$ cat src/regconv_pkg.sv
// Constants, field layouts and carriers for the register-convention bank.
// Assumes one 50 MHz system clock and a synchronous active-high reset.
//
// Overview of operation
// - A read/write bit reads back what software last stored in it.
// - A read-only bit ignores writes and still reports its current value.
// - A write-only bit takes writes but its read value is not to be relied on.
// - Every reserved bit position reads back as zero whatever was written.
// - A read-only multi-bit field only ever shows one of its defined encodings.
// - Registers load reset values on power reset, peripheral ones also on soft reset.
// - Debug control keeps its contents across a peripheral soft reset.
// - A one written to the clear alias clears that shared bit in both views.
// - A one written to the set alias sets that shared bit in both views.
// - Both views of a set/clear pair read the same shared value.
// - A set and a clear of the same bit in one cycle leave the bit cleared.

package regconv_pkg;

  // ----------------------------------------------------------------
  // Widths
  // ----------------------------------------------------------------
  localparam int DATA_W = 8;
  localparam int ADDR_W = 4;

  // ----------------------------------------------------------------
  // Register offsets
  // ----------------------------------------------------------------
  localparam logic [ADDR_W-1:0] OFS_CTRL        = 4'h0;
  localparam logic [ADDR_W-1:0] OFS_STATUS      = 4'h1;
  localparam logic [ADDR_W-1:0] OFS_CMD         = 4'h2;
  localparam logic [ADDR_W-1:0] OFS_DBGCTRL     = 4'h3;
  localparam logic [ADDR_W-1:0] OFS_FLAGS_SET   = 4'h4;
  localparam logic [ADDR_W-1:0] OFS_CLEAR_ALIAS = 4'h5;

  // ----------------------------------------------------------------
  // Field positions and implemented-bit masks
  // ----------------------------------------------------------------
  localparam int CTRL_EN_BIT    = 0;
  localparam int CTRL_MODE_LSB  = 1;
  localparam int STAT_EN_BIT    = 0;
  localparam int STAT_MODE_LSB  = 1;
  localparam int STAT_EXT_BIT   = 3;
  localparam int CMD_SRST_BIT   = 0;
  localparam int DBG_RUN_BIT    = 0;
  localparam logic [DATA_W-1:0] CTRL_USED_MASK = 8'h07;
  localparam logic [DATA_W-1:0] DBG_USED_MASK  = 8'h01;

  // ----------------------------------------------------------------
  // Reset values
  // ----------------------------------------------------------------
  localparam logic [DATA_W-1:0] CTRL_RST  = 8'h00;
  localparam logic [DATA_W-1:0] DBG_RST   = 8'h00;
  localparam logic [DATA_W-1:0] FLAGS_RST = 8'h00;
  localparam logic              EXT_RST   = 1'h0;

  // ----------------------------------------------------------------
  // Mode field encodings (code 3 is reserved)
  // ----------------------------------------------------------------
  typedef enum logic [1:0] {
    MODE_IDLE   = 2'h0,
    MODE_SINGLE = 2'h1,
    MODE_CONT   = 2'h2
  } mode_t;

  // ----------------------------------------------------------------
  // Carriers
  // ----------------------------------------------------------------
  typedef struct packed {
    logic              valid;
    logic              write;
    logic [ADDR_W-1:0] addr;
    logic [DATA_W-1:0] wdata;
  } reg_req_t;

  typedef struct packed {
    logic              valid;
    logic [DATA_W-1:0] data;
  } reg_rsp_t;

endpackage : regconv_pkg

$ cat src/setclr_bank.sv
// Shared storage behind a set/clear alias pair, one flip-flop per bit.
// Assumes set and clear masks are already decoded from both write ports.
`timescale 1ns/1ps

module setclr_bank
  import regconv_pkg::*;
(
  input  wire logic              clk_sys_i,
  input  wire logic              rst_i,
  input  wire logic              srst_i,
  input  wire logic [DATA_W-1:0] set_i,
  input  wire logic [DATA_W-1:0] clr_i,
  output logic      [DATA_W-1:0] value_o
);

  // ----------------------------------------------------------------
  // Per-bit storage
  // ----------------------------------------------------------------
  for (genvar i = 0; i < DATA_W; i++) begin : g_bit
    always_ff @(posedge clk_sys_i) begin
      if (rst_i || srst_i) begin
        value_o[i] <= FLAGS_RST[i];
      end else if (clr_i[i]) begin
        value_o[i] <= 1'h0;
      end else if (set_i[i]) begin
        value_o[i] <= 1'h1;
      end
      // Zero in both masks holds the bit
    end
  end

endmodule : setclr_bank

$ cat src/regconv_bank.sv
// Register bank showing read/write, read-only, write-only, reserved and
// set/clear alias behaviour, with peripheral soft reset and debug control.
// Assumes two same-clock access ports and one asynchronous status pin.
`timescale 1ns/1ps

module regconv_bank
  import regconv_pkg::*;
(
  input  wire logic              clk_sys_i,
  input  wire logic              rst_i,
  input  wire reg_req_t          req_a_i,
  input  wire reg_req_t          req_b_i,
  input  wire logic              ext_flag_i,
  output reg_rsp_t               rsp_o,
  output logic                   ctrl_enable_o,
  output logic      [1:0]        ctrl_mode_o,
  output logic                   dbg_run_o,
  output logic      [DATA_W-1:0] flags_o
);

  // ----------------------------------------------------------------
  // Write decode
  // ----------------------------------------------------------------
  logic              wr_a;
  logic              wr_b;
  logic              rd_a;
  logic              srst;
  logic [DATA_W-1:0] set_mask;
  logic [DATA_W-1:0] clr_mask;
  logic [DATA_W-1:0] ctrl_reg;
  logic [DATA_W-1:0] dbg_reg;
  logic [DATA_W-1:0] status_value;
  logic [DATA_W-1:0] rd_data_next;
  logic [ADDR_W-1:0] rd_addr_reg;
  logic              ext_s1_reg;
  logic              ext_s2_reg;
  logic              ext_s3_reg;
  logic              ext_level_reg;
  mode_t             mode_shown;

  assign wr_a = req_a_i.valid && req_a_i.write;
  assign wr_b = req_b_i.valid && req_b_i.write;
  assign rd_a = req_a_i.valid && !req_a_i.write;

  // Peripheral soft reset from the write-only command register
  assign srst = (wr_a && req_a_i.addr == OFS_CMD && req_a_i.wdata[CMD_SRST_BIT])
             || (wr_b && req_b_i.addr == OFS_CMD && req_b_i.wdata[CMD_SRST_BIT]);

  // Set and clear masks merged from both ports
  always_comb begin
    set_mask = '0;
    clr_mask = '0;
    if (wr_a && req_a_i.addr == OFS_FLAGS_SET) begin
      set_mask = set_mask | req_a_i.wdata;
    end
    if (wr_b && req_b_i.addr == OFS_FLAGS_SET) begin
      set_mask = set_mask | req_b_i.wdata;
    end
    if (wr_a && req_a_i.addr == OFS_CLEAR_ALIAS) begin
      clr_mask = clr_mask | req_a_i.wdata;
    end
    if (wr_b && req_b_i.addr == OFS_CLEAR_ALIAS) begin
      clr_mask = clr_mask | req_b_i.wdata;
    end
  end

  // ----------------------------------------------------------------
  // Control register (read/write, soft-reset domain)
  // ----------------------------------------------------------------
  always_ff @(posedge clk_sys_i) begin
    if (rst_i || srst) begin
      ctrl_reg <= CTRL_RST;
    end else if (wr_b && req_b_i.addr == OFS_CTRL) begin
      ctrl_reg <= req_b_i.wdata & CTRL_USED_MASK;
    end else if (wr_a && req_a_i.addr == OFS_CTRL) begin
      ctrl_reg <= req_a_i.wdata & CTRL_USED_MASK;
    end
  end

  assign ctrl_enable_o = ctrl_reg[CTRL_EN_BIT];
  assign ctrl_mode_o   = ctrl_reg[CTRL_MODE_LSB +: 2];

  // ----------------------------------------------------------------
  // Debug control register (power reset only)
  // ----------------------------------------------------------------
  always_ff @(posedge clk_sys_i) begin
    if (rst_i) begin
      dbg_reg <= DBG_RST;
    end else if (wr_b && req_b_i.addr == OFS_DBGCTRL) begin
      dbg_reg <= req_b_i.wdata & DBG_USED_MASK;
    end else if (wr_a && req_a_i.addr == OFS_DBGCTRL) begin
      dbg_reg <= req_a_i.wdata & DBG_USED_MASK;
    end
  end

  assign dbg_run_o = dbg_reg[DBG_RUN_BIT];

  // ----------------------------------------------------------------
  // Set/clear shared flags
  // ----------------------------------------------------------------
  setclr_bank u_flags (
    .clk_sys_i (clk_sys_i),
    .rst_i     (rst_i),
    .srst_i    (srst),
    .set_i     (set_mask),
    .clr_i     (clr_mask),
    .value_o   (flags_o)
  );

  // ----------------------------------------------------------------
  // Status pin synchroniser and filter
  // ----------------------------------------------------------------
  always_ff @(posedge clk_sys_i) begin
    if (rst_i) begin
      ext_s1_reg <= EXT_RST;
      ext_s2_reg <= EXT_RST;
      ext_s3_reg <= EXT_RST;
    end else begin
      ext_s1_reg <= ext_flag_i;
      ext_s2_reg <= ext_s1_reg;
      ext_s3_reg <= ext_s2_reg;
    end
  end

  always_ff @(posedge clk_sys_i) begin
    if (rst_i || srst) begin
      ext_level_reg <= EXT_RST;
    end else if (ext_s2_reg == ext_s3_reg) begin
      ext_level_reg <= ext_s3_reg;
    end
  end

  // ----------------------------------------------------------------
  // Status view (read-only)
  // ----------------------------------------------------------------
  // A stored reserved mode code is reported as idle
  always_comb begin
    mode_shown = MODE_IDLE;
    if (ctrl_reg[CTRL_EN_BIT]) begin
      unique case (ctrl_reg[CTRL_MODE_LSB +: 2])
        MODE_SINGLE: mode_shown = MODE_SINGLE;
        MODE_CONT:   mode_shown = MODE_CONT;
        default:     mode_shown = MODE_IDLE;
      endcase
    end
  end

  always_comb begin
    status_value = '0;
    status_value[STAT_EN_BIT] = ctrl_reg[CTRL_EN_BIT];
    status_value[STAT_MODE_LSB +: 2] = mode_shown;
    status_value[STAT_EXT_BIT] = ext_level_reg;
  end

  // ----------------------------------------------------------------
  // Read path
  // ----------------------------------------------------------------
  always_comb begin
    rd_data_next = '0;
    unique case (req_a_i.addr)
      OFS_CTRL:        rd_data_next = ctrl_reg & CTRL_USED_MASK;
      OFS_STATUS:      rd_data_next = status_value;
      OFS_CMD:         rd_data_next = '0;
      OFS_DBGCTRL:     rd_data_next = dbg_reg & DBG_USED_MASK;
      OFS_FLAGS_SET:   rd_data_next = flags_o;
      OFS_CLEAR_ALIAS: rd_data_next = flags_o;
      default:         rd_data_next = '0;
    endcase
  end

  always_ff @(posedge clk_sys_i) begin
    if (rst_i) begin
      rsp_o <= '0;
    end else begin
      rsp_o.valid <= rd_a;
      rsp_o.data  <= rd_a ? rd_data_next : '0;
    end
  end

  always_ff @(posedge clk_sys_i) begin
    if (rst_i) begin
      rd_addr_reg <= '0;
    end else if (rd_a) begin
      rd_addr_reg <= req_a_i.addr;
    end
  end
endmodule : regconv_bank

$ cat config.mk
export PLATFORM = sky130hd
export DESIGN_NAME = regconv_bank
export DESIGN_NICKNAME = d
export VERILOG_FILES = /design/src/regconv_pkg.sv /design/src/setclr_bank.sv /design/src/regconv_bank.sv
export SDC_FILE = /design/constraint.sdc
export NUM_CORES = 1
export LEC_CHECK = 0
export BUFFER_PORTS_ARGS = -buffer_cell sky130_fd_sc_hd__buf_2
export CORE_MARGIN = 2
export CORE_UTILIZATION = 50
export CTS_CLUSTER_DIAMETER = 60
export DETAILED_ROUTE_END_ITERATION = 10
export PLACE_DENSITY = 0.87
export SLEW_MARGIN = 10
export SYNTH_ARGS = -nofsm -noshare
export SYNTH_HDL_FRONTEND = slang
export SYNTH_HIERARCHICAL = 1
export SYNTH_SLANG_ARGS = --single-unit
$ cat constraint.sdc
create_clock -name clk_sys_i -period 3.6 [get_ports clk_sys_i]
set_input_delay 0.72 -clock clk_sys_i [delete_from_list [all_inputs] [get_ports clk_sys_i]]
set_output_delay 0.72 -clock clk_sys_i [all_outputs]
set_load 0.01 [all_outputs]
; Word-level counts from Yosys, hierarchy flattened
; Cells that the tools add are included.
[op_classes]
n_eq_ne = 12
n_mux = 11
bitwise = 3
n_reduce_logical = 32
[ops]
columns = cell, count
row1 = $mux 8, 4
row2 = $pmux 8 s4, 1
row3 = $reduce_or 2->1, 10
row4 = $eq 4x2->1 const B, 4
row5 = $eq 4x3->1 const B, 4
row6 = $or 8x8->8, 2
row7 = $logic_and 1x1->1, 15
row8 = $logic_not 4->1, 2
row9 = $mux 3, 2
row10 = $eq 4x1->1 const B, 1
row11 = $pmux 2 s2, 1
row12 = $reduce_bool 2->1, 2
row13 = $eq 2x1->1 const B, 1
row14 = $eq 2x2->1 const B, 1
row15 = $logic_or 1x1->1, 2
row16 = $mux 1, 2
row17 = $mux 2, 1
row18 = $eq 1x1->1, 1
row19 = $logic_not 1->1, 1
row20 = $not 1->1, 1
[totals]
regBits = 25
input_bits = 31
out_inout_bits = 21
wordCells = 74

; Longest topological paths before layout
; Gate-level depths: netlist of run 1.
[depth]
ltp_word = 6
ltp_mapped = 5
depth_no_buf = 5

; Cells and area by module
; Netlist of run 1, hierarchy kept.
[by_module_without_submodules]
columns = module, instances, cells_per_inst, area_per_inst_um2, seq_area_each_um2
row1 = regconv_bank, 1, 103, 923.4, 340.3
row2 = setclr_bank, 1, 26, 287.8, 160.2

; Worst setup path after synthesis of run 1
; OpenSTA, ideal clock, no wires.
[synth_timing]
path_kind = in2reg
start = in req_b_i[11] (netlist name)
end = reg u_flags.value_o[0]
setup_time_ns = 0.073
arrival_time_ns = 1.859
t_required_ns = 3.527
setup_slack_ns = 1.668
cell_stages = 5
n_path_buf = 0
path_cell_list = nand4bb_1 -> nor3_1 -> a22o_1 -> nor2_1 -> nor3_2
[synth_via]
word_cells_on_any_way = 12
classes_between = 3 x eq/ne / 2 x mux / 7 x reduce/logical
[synth_rtl]
columns = item, line_no
row1 = start: declaration, regconv_bank.sv:12  ; input wire reg_req_t req_b_i,
row2 = $eq 4x3->1, regconv_bank.sv:56  ; if (wr_b && req_b_i.addr == OFS_FLAGS_SET) begin
row3 = $logic_and 1x1->1, regconv_bank.sv:56
row4 = $mux 8, regconv_bank.sv:56
row5 = named net set_mask[0], regconv_bank.sv:28  ; logic [DATA_W-1:0] set_mask;
row6 = end signal: indexed assignment, setclr_bank.sv:22  ; value_o[i] <= FLAGS_RST[i];
row7 = end: declaration, setclr_bank.sv:13  ; output logic [DATA_W-1:0] value_o
; The timed path passes the listed nets, and every way through them passes these cells.
; A chain may end at the register's enable or synchronous reset.

; Worst setup path in the final report of run 1
; Same ends and word-level chain as after synthesis.

==> results of run 1 <==
## cell families (layout without fill, tap and decap cells)
logic type      count (synthesis)  after routing
compound gates                 36             36
buf+inv                         8             62
flops                          25             25
simple gates                   60             60
## power breakdown
part	internal (mW)	switching, mW
clock network	0.0427	0.0900
registers	0.281	0.00247
logic	0.0248	0.0347
## cells in the final DEF, fill, tap and decap left out, types with 3 or more instances in the layout
| cell | netlist | routed |
|---|---|---|
| and2_1 | 4 | 4 |
| nor2_1 | 9 | 9 |
| nor2b_1 | 6 | 6 |
| nor4_1 | 3 | 3 |
| nor3_2 | 8 | 8 |
| clkbuf_4 | 0 | 3 |
| buf_2 | 0 | 51 |
| a21oi_1 | 4 | 4 |
| o21ai_0 | 6 | 6 |
| or3_1 | 4 | 4 |
| dfxtp_1 | 25 | 25 |
| a22o_1 | 16 | 16 |
| inv_1 | 7 | 7 |
| nand2_1 | 6 | 6 |
## routing by layer
metal  share of wire, %  vias up
met5                  0        -
met4                2.6        0
met3                7.0        8
met2                 50       63
met1                 40      590
li1                   -      602
## worst paths after layout
kind | from | to | slack [ns]
worst max register to register | dbg_reg[0]$_SDFFE_PP0P_ | rsp_o[0]$_SDFF_PP0_ | 2.50
worst max-delay path | req_b_i[11] | u_flags/value_o[0]$_SDFFE_PP0P_ | 1.59
worst min register to register | ext_s1_reg$_SDFF_PP0_ | ext_s2_reg$_SDFF_PP0_ | 0.46
worst min-delay path | ext_s1_reg$_SDFF_PP0_ | ext_s2_reg$_SDFF_PP0_ | 0.46
## worst max-delay path, stage by stage
cell       delay (ns)
buf_2            0.10
nand4bb_1        0.31
nor3_1           0.73
a22o_1           0.23
nor2_1           0.05
nor3_2           0.15
## layout make-up
cell class / count / area [sq um] / share of cell area (%)
multi-input cells: 96 / 673 / 44.3
flip-flops and latches: 25 / 500 / 32.9
repair buffers: 51 / 255 / 16.8
well taps: 28 / 35.0 / 2.30
inverters: 7 / 26.3 / 1.73
clock buffers: 3 / 22.5 / 1.48
clock inverters: 1 / 7.51 / 0.494
## stage by stage
step                utilization [%]  std cells  power (mW)
detailed placement             66.1        207       0.347
CTS                            67.4        211       0.474
finish                         67.4        211       0.475
floorplan                         -        129       0.314
global route                   67.4        211       0.489
global placement               66.1        207       0.344
==> results.sh, run 1 <==
export IMPL_met1_usage_pct=27.7
export IMPL_die_area_sq_mm=0.00283
export IMPL_antenna_diode_count=0
export IMPL_largest_reg_flops=9
export IMPL_grt_setup_unrepaired="no"
export IMPL_synth_top_cell_area_share_pct=41.3
export IMPL_period_needed_ns=2.01
export IMPL_syn_num_nets=160
export IMPL_final_nets=215
export IMPL_htreeDepth=1
export IMPL_worst_r2r_cell_count=3
export IMPL_yosys_warnings=6
export IMPL_synth_fa_ha_area_share_pct=0
export IMPL_grt_overflow=0
export IMPL_busiest_layer="met2"
export IMPL_synthDistinctLibCells=36
export IMPL_setup_viol=0
export IMPL_rows=17
export IMPL_wl_per_cell_um=15.6
export IMPL_cellPowerDensity_mw_per_mm2=313
export IMPL_io_buffers=51
export IMPL_die_width_um=53.2
export IMPL_ant_nets=0
export IMPL_n_fill_cell=209
export IMPL_status="completed"
export IMPL_fmax_ghz=0.497
export IMPL_post_cts_resize_count=0
export IMPL_vias_per_cell=5.99
export IMPL_synth_xor_xnor_area_share_pct=0
export IMPL_core_area_sq_mm=0.00225
export IMPL_synth_seq_area_share_pct=41.3
export IMPL_grt_util_met2_pct=43.8
export IMPL_synth_most_common_cell="dfxtp_1"
export IMPL_ys_top_cells_by_area="dfxtp_1 41%, a22o_1 12%, nor3_2 6.6%, nor2b_1 3.1%, nor2_1 2.8%"
export IMPL_tns_ns=0
export IMPL_netlist_area_sq_mm=0.00121
export IMPL_syn_to_final_growth_pct=25.5
export IMPL_antenna_found_initial=0
export IMPL_synthFlopType="dfxtp_1"
export IMPL_synth_top_family_by_area="simple AND/OR/NAND/NOR gates"
export IMPL_clock_sinks=25
export IMPL_async_flop_share_pct=0
export IMPL_hold_buffers=0
export IMPL_final_cell_area_sq_mm=0.00152
export IMPL_cts_root_buf="clkbuf_4"
export IMPL_use_met3_pct=2.82
export IMPL_route_detailed_drc=0
export IMPL_drtPass1Iterations=4
export IMPL_drv_slew=0
export IMPL_muxShareOfSynthArea_pct=0
export IMPL_synth_area_per_cell_sq_um=9.39
export IMPL_initial_core_util_pct=53.7
export IMPL_fin_hold_ws_ns=0.459
export IMPL_setup_slack_ns=1.59
export IMPL_grt_pass1_wl_um=5000
export IMPL_synth_simple_area_share_pct=32.7
export IMPL_gp_congestion=0.826
export IMPL_slew_headroom_pct=42.6
export IMPL_timing_setup_critical_path_class="in2reg"
export IMPL_crit_required_ns=3.87
export IMPL_synth_cells=129
export IMPL_tightest_slew_ns=0.855
export IMPL_path_clk_slew_ns=0.14
export IMPL_vias=1263
export IMPL_synth_common_cells="25 x dfxtp_1, 16 x a22o_1, 9 x nor2_1"
export IMPL_cap_violations=0
export IMPL_place_area_sq_mm=0.00149
export IMPL_die_height_um=53.2
export IMPL_postCtsSetupRepairBufs=0
export IMPL_synth_top_area_cell="dfxtp_1"
export IMPL_grt_util_all_layers_pct=24.4
export IMPL_cp_max_fo=8
export IMPL_cts_tree="built"
export IMPL_power_leakage_nw=0.656
export IMPL_drt_wl_total_um=3300
export IMPL_clk_path_buf_depth=2
export IMPL_first_global_vias=1187
export IMPL_synth_compound_area_share_pct=22.8
export IMPL_cp_end_kind="flop"
export IMPL_ys_seq_elements=25
export IMPL_clk_latency_ns=0.33
export IMPL_finalHoldViolCount=0
export IMPL_synth_edf_count=0
export IMPL_drive_gt1_share_pct=37.7
export IMPL_grt_max_degree=16
export IMPL_drt_iter0_markers=32
export IMPL_min_path_cells=1
export IMPL_dp_hpwl_um=2620
export IMPL_fin_skew_ns=0.00593
export IMPL_cts_made_buffers=3
export IMPL_dp_slack_ns=1.28
export IMPL_worstHoldPathType="reg2reg"
export IMPL_cp_data_arrival_time_ns=2.28
export IMPL_finalCritPeriodShare_pct=55.9
export IMPL_ios=52
export IMPL_startpoint_type="primary input"
export IMPL_irDropWorstVdd_v=0.000238
No activity file was read; power rests on OpenSTA's default activity.
==> inputs of run 2 (changes only) <==
--- a/config.mk
+++ b/config.mk
@@ -7,10 +7,10 @@
 export LEC_CHECK = 0
 export BUFFER_PORTS_ARGS = -buffer_cell sky130_fd_sc_hd__buf_2
 export CORE_MARGIN = 2
-export CORE_UTILIZATION = 50
+export CORE_UTILIZATION = 46
 export CTS_CLUSTER_DIAMETER = 60
 export DETAILED_ROUTE_END_ITERATION = 10
-export PLACE_DENSITY = 0.87
+export PLACE_DENSITY = 0.82
 export SLEW_MARGIN = 10
 export SYNTH_ARGS = -nofsm -noshare
 export SYNTH_HDL_FRONTEND = slang
==> constraint.sdc (replaced) <==
create_clock -name clk_sys_i -period 2 [get_ports clk_sys_i]
set_input_delay 0.4 -clock clk_sys_i [delete_from_list [all_inputs] [get_ports clk_sys_i]]
set_output_delay 0.4 -clock clk_sys_i [all_outputs]
set_load 0.01 [all_outputs]
==> run 2 against run 1 <==
Effect of this change: first-iteration DRC count up 94%; clock power up 65%; sequential share of layout area down 0.32 points.
==> results.sh, run 2 (synthesis gave the netlist of run 1 again) <==
export IMPL_path_clk_slew_ns=0.13
export IMPL_multiInputGateArea_sq_um=673
export IMPL_initial_core_util_pct=48.9
export IMPL_ios=52
export IMPL_cap_violations=0
export IMPL_clock_sinks=25
export IMPL_slowest_delay_ns=0.44
export IMPL_cp_data_arrival_time_ns=1.71
export IMPL_fin_util_pct=62.0
export IMPL_grt_util_all_layers_pct=21.6
export IMPL_mostFrequentLayoutCells="51 x buf_2, 25 x dfxtp_1, 16 x a22o_1"
export IMPL_route_detailed_drc=0
export IMPL_finalHoldViolCount=0
export IMPL_crit_required_ns=2.26
export IMPL_clk_path_buf_depth=2
export IMPL_fin_skew_ns=0.00354
export IMPL_period_needed_ns=1.45
export IMPL_finalCritPeriodShare_pct=72.6
export IMPL_final_cell_area_sq_mm=0.00154
export IMPL_place_area_sq_mm=0.00151
export IMPL_n_fill_cell=237
export IMPL_path_cells="buf_2, or3b_1, nor2_2, a22o_1, nor2_1, nor3_2"
export IMPL_slew_headroom_pct=66.7
export IMPL_post_cts_resize_count=0
export IMPL_cellPowerDensity_mw_per_mm2=544
export IMPL_die_area_sq_mm=0.00306
export IMPL_rows=18
export IMPL_irDropWorstVdd_v=0.000449
export IMPL_tns_ns=0
export IMPL_die_height_um=55.3
export IMPL_grt_overflow=0
export IMPL_cts_made_buffers=3
export IMPL_drv_slew=0
export IMPL_fmax_ghz=0.689
export IMPL_drt_wl_total_um=3150
export IMPL_ant_nets=0
export IMPL_startpoint_type="primary input"
export IMPL_instances_no_fill=215
export IMPL_status="completed"
export IMPL_wl_per_cell_um=14.6
export IMPL_io_buffers=51
export IMPL_timing_setup_critical_path_class="in2reg"
export IMPL_grt_setup_unrepaired="no"
export IMPL_drtPass1Iterations=4
export IMPL_worstHoldPathType="in2reg"
export IMPL_drt_iter0_markers=62
export IMPL_seq_area_sq_um=500
export IMPL_largest_reg_flops=9
export IMPL_die_width_um=55.3
export IMPL_final_common_cell="buf_2"
export IMPL_postCtsSetupRepairBufs=0
export IMPL_regToRegSetupSlack_ns=0.88
export IMPL_clk_latency_ns=0.32
export IMPL_power_leakage_nw=0.670
export IMPL_htreeDepth=1
export IMPL_syn_to_final_growth_pct=26.8
export IMPL_cp_slowest_cell="or3b_1"
export IMPL_cp_top_family="simple AND/OR/NAND/NOR gates"
export IMPL_gp_congestion=0.857
export IMPL_final_nets=217
export IMPL_cp_end_kind="flop"
export IMPL_antenna_diode_count=0
export IMPL_grt_pass1_wl_um=5410
export IMPL_hold_buffers=0
export IMPL_crit_buf_inv=1
export IMPL_vias_per_cell=5.86
export IMPL_cts_tree="built"
export IMPL_dp_hpwl_um=2510
export IMPL_antenna_found_initial=0
export IMPL_grt_max_degree=15
export IMPL_dp_cells=211
export IMPL_core_area_sq_mm=0.00248
export IMPL_cts_root_buf="clkbuf_4"
export IMPL_first_global_vias=1240
export IMPL_tightest_slew_ns=0.499
export IMPL_cp_max_fo=8
export IMPL_setup_viol=0
export IMPL_drive_gt1_share_pct=38.4
export IMPL_vias=1260
run 2: cell count changes in the layout (fill, tap and decap cells not counted), sizes merged:
cell and change:
buf +2, clkinv +1, clkinvlp -1
run 2: path summary, 6_finish.rpt:
check,cells after the start,startpoint,endpoint
worst min-delay path,2,ext_flag_i,ext_s1_reg$_SDFF_PP0_
worst min register to register,1,ext_s1_reg$_SDFF_PP0_,ext_s2_reg$_SDFF_PP0_
worst max register to register,3,dbg_reg[0]$_SDFFE_PP0P_,rsp_o[0]$_SDFF_PP0_
worst max-delay path,6,req_a_i[10],u_flags/value_o[0]$_SDFFE_PP0P_
run 2: where the power goes:
part / internal (mW) / switching (mW)
Combinational: 0.0451 / 0.0610
Clock: 0.0749 / 0.145
Sequential: 0.505 / 0.00429
run 2: final cells by class:
type                       count  area share [%]
clock buffer                   3            1.47
clock inverter                 1           0.326
inverter                       7            1.71
multi-input combinational     96            43.8
sequential                    25            32.6
tap                           30            2.44
timing repair buffer          53            17.6
run 2: metrics by stage:
stage          worst slack [ns]  total power, mW  hold slack, ns
6_report                  0.548            0.835           0.297
5_1_grt                   0.477            0.867           0.321
4_1_cts                   0.573            0.836           0.305
3_5_place_dp              0.245            0.624           0.449
3_3_place_gp              0.278            0.620           0.415
2_1_floorplan             0.388            0.565           0.414
run 2: routing by layer:
layer	GRT usage (%)	wire length, um	vias up
met3	2.34	167	9
li1	-	-	599
met5	0	0	-
met4	9.76	80	0
met1	25.4	1270	599
met2	39.1	1630	53
==> inputs of run 3 (changes only) <==
--- a/config.mk
+++ b/config.mk
@@ -5,12 +5,13 @@
 export SDC_FILE = /design/constraint.sdc
 export NUM_CORES = 1
 export LEC_CHECK = 0
+export ABC_AREA = 1
 export BUFFER_PORTS_ARGS = -buffer_cell sky130_fd_sc_hd__buf_2
 export CORE_MARGIN = 2
-export CORE_UTILIZATION = 46
+export CORE_UTILIZATION = 43
 export CTS_CLUSTER_DIAMETER = 60
 export DETAILED_ROUTE_END_ITERATION = 10
-export PLACE_DENSITY = 0.82
+export PLACE_DENSITY = 0.79
 export SLEW_MARGIN = 10
 export SYNTH_ARGS = -nofsm -noshare
 export SYNTH_HDL_FRONTEND = slang
==> constraint.sdc (replaced) <==
create_clock -name clk_sys_i -period 1.3 [get_ports clk_sys_i]
set_input_delay 0.26 -clock clk_sys_i [delete_from_list [all_inputs] [get_ports clk_sys_i]]
set_output_delay 0.26 -clock clk_sys_i [all_outputs]
set_load 0.01 [all_outputs]
==> run 3 against run 2 <==
Effect of this change: synthesized cell count up 61%; final cell count rose by 40%; die area up 16%; wire length decreased by 3.5%; non-clock buffer count rose by 4; via count up 9.2%; design area rose by 11%; total power rose by 60%; critical path type is now reg2out.
==> results.sh, run 3 <==
export IMPL_status="completed"
export IMPL_cts_made_buffers=3
export IMPL_io_buffers=51
export IMPL_synth_top_cell_area_share_pct=37.6
export IMPL_timing_setup_critical_path_class="reg2out"
export IMPL_vias=1376
export IMPL_async_flop_share_pct=0
export IMPL_irDropWorstVdd_v=0.000285
export IMPL_postCtsSetupRepairBufs=0
export IMPL_cp_top_family="flip-flops"
export IMPL_place_area_sq_mm=0.00167
export IMPL_grt_util_all_layers_pct=18.1
export IMPL_antenna_found_initial=0
export IMPL_syn_to_final_growth_pct=27.9
export IMPL_crit_buf_inv=1
export IMPL_cellPowerDensity_mw_per_mm2=783
export IMPL_clk_latency_ns=0.33
export IMPL_synth_area_per_cell_sq_um=6.41
export IMPL_ant_nets=0
export IMPL_route_detailed_drc=0
export IMPL_synth_common_cells="58 x nand2_1, 39 x inv_1, 30 x nor2_1"
export IMPL_mostFrequentLayoutCells="58 x nand2_1, 51 x buf_2, 39 x inv_1"
export IMPL_dp_hpwl_um=2490
export IMPL_finalCritPeriodShare_pct=89.7
export IMPL_die_height_um=59.7
export IMPL_synth_edf_count=0
export IMPL_grt_pass1_wl_um=5040
export IMPL_final_cell_area_sq_mm=0.00170
export IMPL_final_nets=301
export IMPL_antenna_diode_count=0
export IMPL_finalHoldViolCount=0
export IMPL_period_needed_ns=1.17
export IMPL_synth_cells=208
export IMPL_grt_setup_unrepaired="no"
export IMPL_cp_slowest_cell="dfxtp_1"
export IMPL_dp_cells=298
export IMPL_slew_headroom_pct=76.0
export IMPL_n_fill_cell=302
export IMPL_power_leakage_nw=0.862
export IMPL_tightest_slew_ns=0.358
export IMPL_crit_required_ns=1.04
export IMPL_final_common_cell="nand2_1"
export IMPL_path_cells="buf_2"
export IMPL_yosys_warnings=6
export IMPL_cp_max_fo=5
export IMPL_die_area_sq_mm=0.00356
export IMPL_cts_tree="built"
export IMPL_hold_buffers=0
export IMPL_fin_skew_ns=0.00781
export IMPL_wl_per_cell_um=10.1
export IMPL_instances_no_fill=302
export IMPL_largest_reg_flops=9
export IMPL_cp_end_kind="output pin"
export IMPL_synthDistinctLibCells=18
export IMPL_post_cts_resize_count=0
export IMPL_clock_sinks=25
export IMPL_setup_viol=0
export IMPL_core_area_sq_mm=0.00300
export IMPL_cts_root_buf="clkbuf_4"
export IMPL_synth_top_area_cell="dfxtp_1"
export IMPL_first_global_vias=1177
export IMPL_ys_seq_elements=25
export IMPL_rows=20
export IMPL_total_power_mw=1.34
export IMPL_drtPass1Iterations=4
export IMPL_drive_gt1_share_pct=27.5
export IMPL_path_clk_slew_ns=0.13
export IMPL_cap_violations=0
export IMPL_vias_per_cell=4.56
export IMPL_synth_most_common_cell="nand2_1"
export IMPL_drv_slew=0
export IMPL_initial_core_util_pct=44.4
export IMPL_htreeDepth=1
export IMPL_syn_num_nets=239
export IMPL_gp_congestion=0.863
export IMPL_synth_seq_area_share_pct=37.6
export IMPL_fin_util_pct=56.8
export IMPL_worstHoldPathType="in2reg"
export IMPL_grt_overflow=0
export IMPL_fin_hold_ws_ns=0.124
export IMPL_synthFlopType="dfxtp_1"
export IMPL_slowest_delay_ns=0.43
export IMPL_ios=52
export IMPL_die_width_um=59.7
export IMPL_startpoint_type="flop"
export IMPL_grt_max_degree=16
export IMPL_netlist_area_sq_mm=0.00133
export IMPL_fmax_ghz=0.858
export IMPL_drt_wl_total_um=3040
export IMPL_clk_path_buf_depth=2
export IMPL_cp_data_arrival_time_ns=0.91
export IMPL_ys_top_cells_by_area="dfxtp_1 38%, nand2_1 16%, inv_1 11%, nor2_1 8.5%, o21ai_0 6.4%"
export IMPL_drt_iter0_markers=36
==> run 3: metal layers <==
metal / vias to the layer above / global-route usage [%] / share of wire (%)
li1: 765 / - / -
met1: 574 / 23.9 / 47
met2: 32 / 30.6 / 47
met5: - / 0 / 0
met3: 5 / 2.38 / 3.9
met4: 0 / 5.71 / 1.5
==> run 3: layout make-up <==
class	count	area, sq um	area share [%]
clock buffers	3	22.5	1.32
clock inverters	1	7.51	0.441
inverters	39	146	8.59
multi-input cells	144	686	40.2
flip-flops and latches	25	500	29.4
well taps	33	41.3	2.42
repair buffers	57	300	17.6
==> run 3: cell families (layout without fill, tap and decap cells) <==
logic type / count (synthesis) / in the layout / share of synthesized area, %
and+or+nand+nor: 118 / 118 / 41.4
AOI/OAI and AO/OA: 26 / 26 / 10.0
DFF: 25 / 25 / 37.6
buffers and inverters: 39 / 100 / 11.0
==> run 3: stage by stage <==
step	worst slack [ns]	setup TNS, ns
after floorplan	0.250	0
after global placement	0.0149	0
after detailed placement	-0.0155	-0.0582
after CTS	0.134	0
after global routing	0.0933	0
final	0.134	0
==> run 3: worst reg2reg max path, cell delays in order (launching register included) <==
cell and delay [ns]:
dfxtp_1 0.41, inv_1 0.07, nor3_1 0.18, nand2_1 0.07, o211ai_1 0.09, nand2_1 0.07
inv_1 0.05
==> run 3: final timing paths <==
path	startpoint	end	slack [ns]	cells after the start
worst min-delay path	ext_flag_i	ext_s1_reg$_SDFF_PP0_	0.12	3
worst min register to register	ext_s1_reg$_SDFF_PP0_	ext_s2_reg$_SDFF_PP0_	0.41	2
worst max register to register	ctrl_reg[0]$_SDFFE_PP0P_	rsp_o[2]$_SDFF_PP0_	0.32	6
worst max-delay path	ctrl_reg[1]$_SDFFE_PP0P_	ctrl_mode_o[0]	0.13	1
==> run 3: where the power goes <==
| part | total, mW | switching, mW | internal, mW | leakage (nW) |
|---|---|---|---|---|
| clock | 0.358 | 0.240 | 0.118 | 0.0139 |
| sequential | 0.783 | 0.00634 | 0.777 | 0.202 |
| combinational | 0.194 | 0.116 | 0.0773 | 0.646 |
| total | 1.34 | 0.363 | 0.972 | 0.862 |
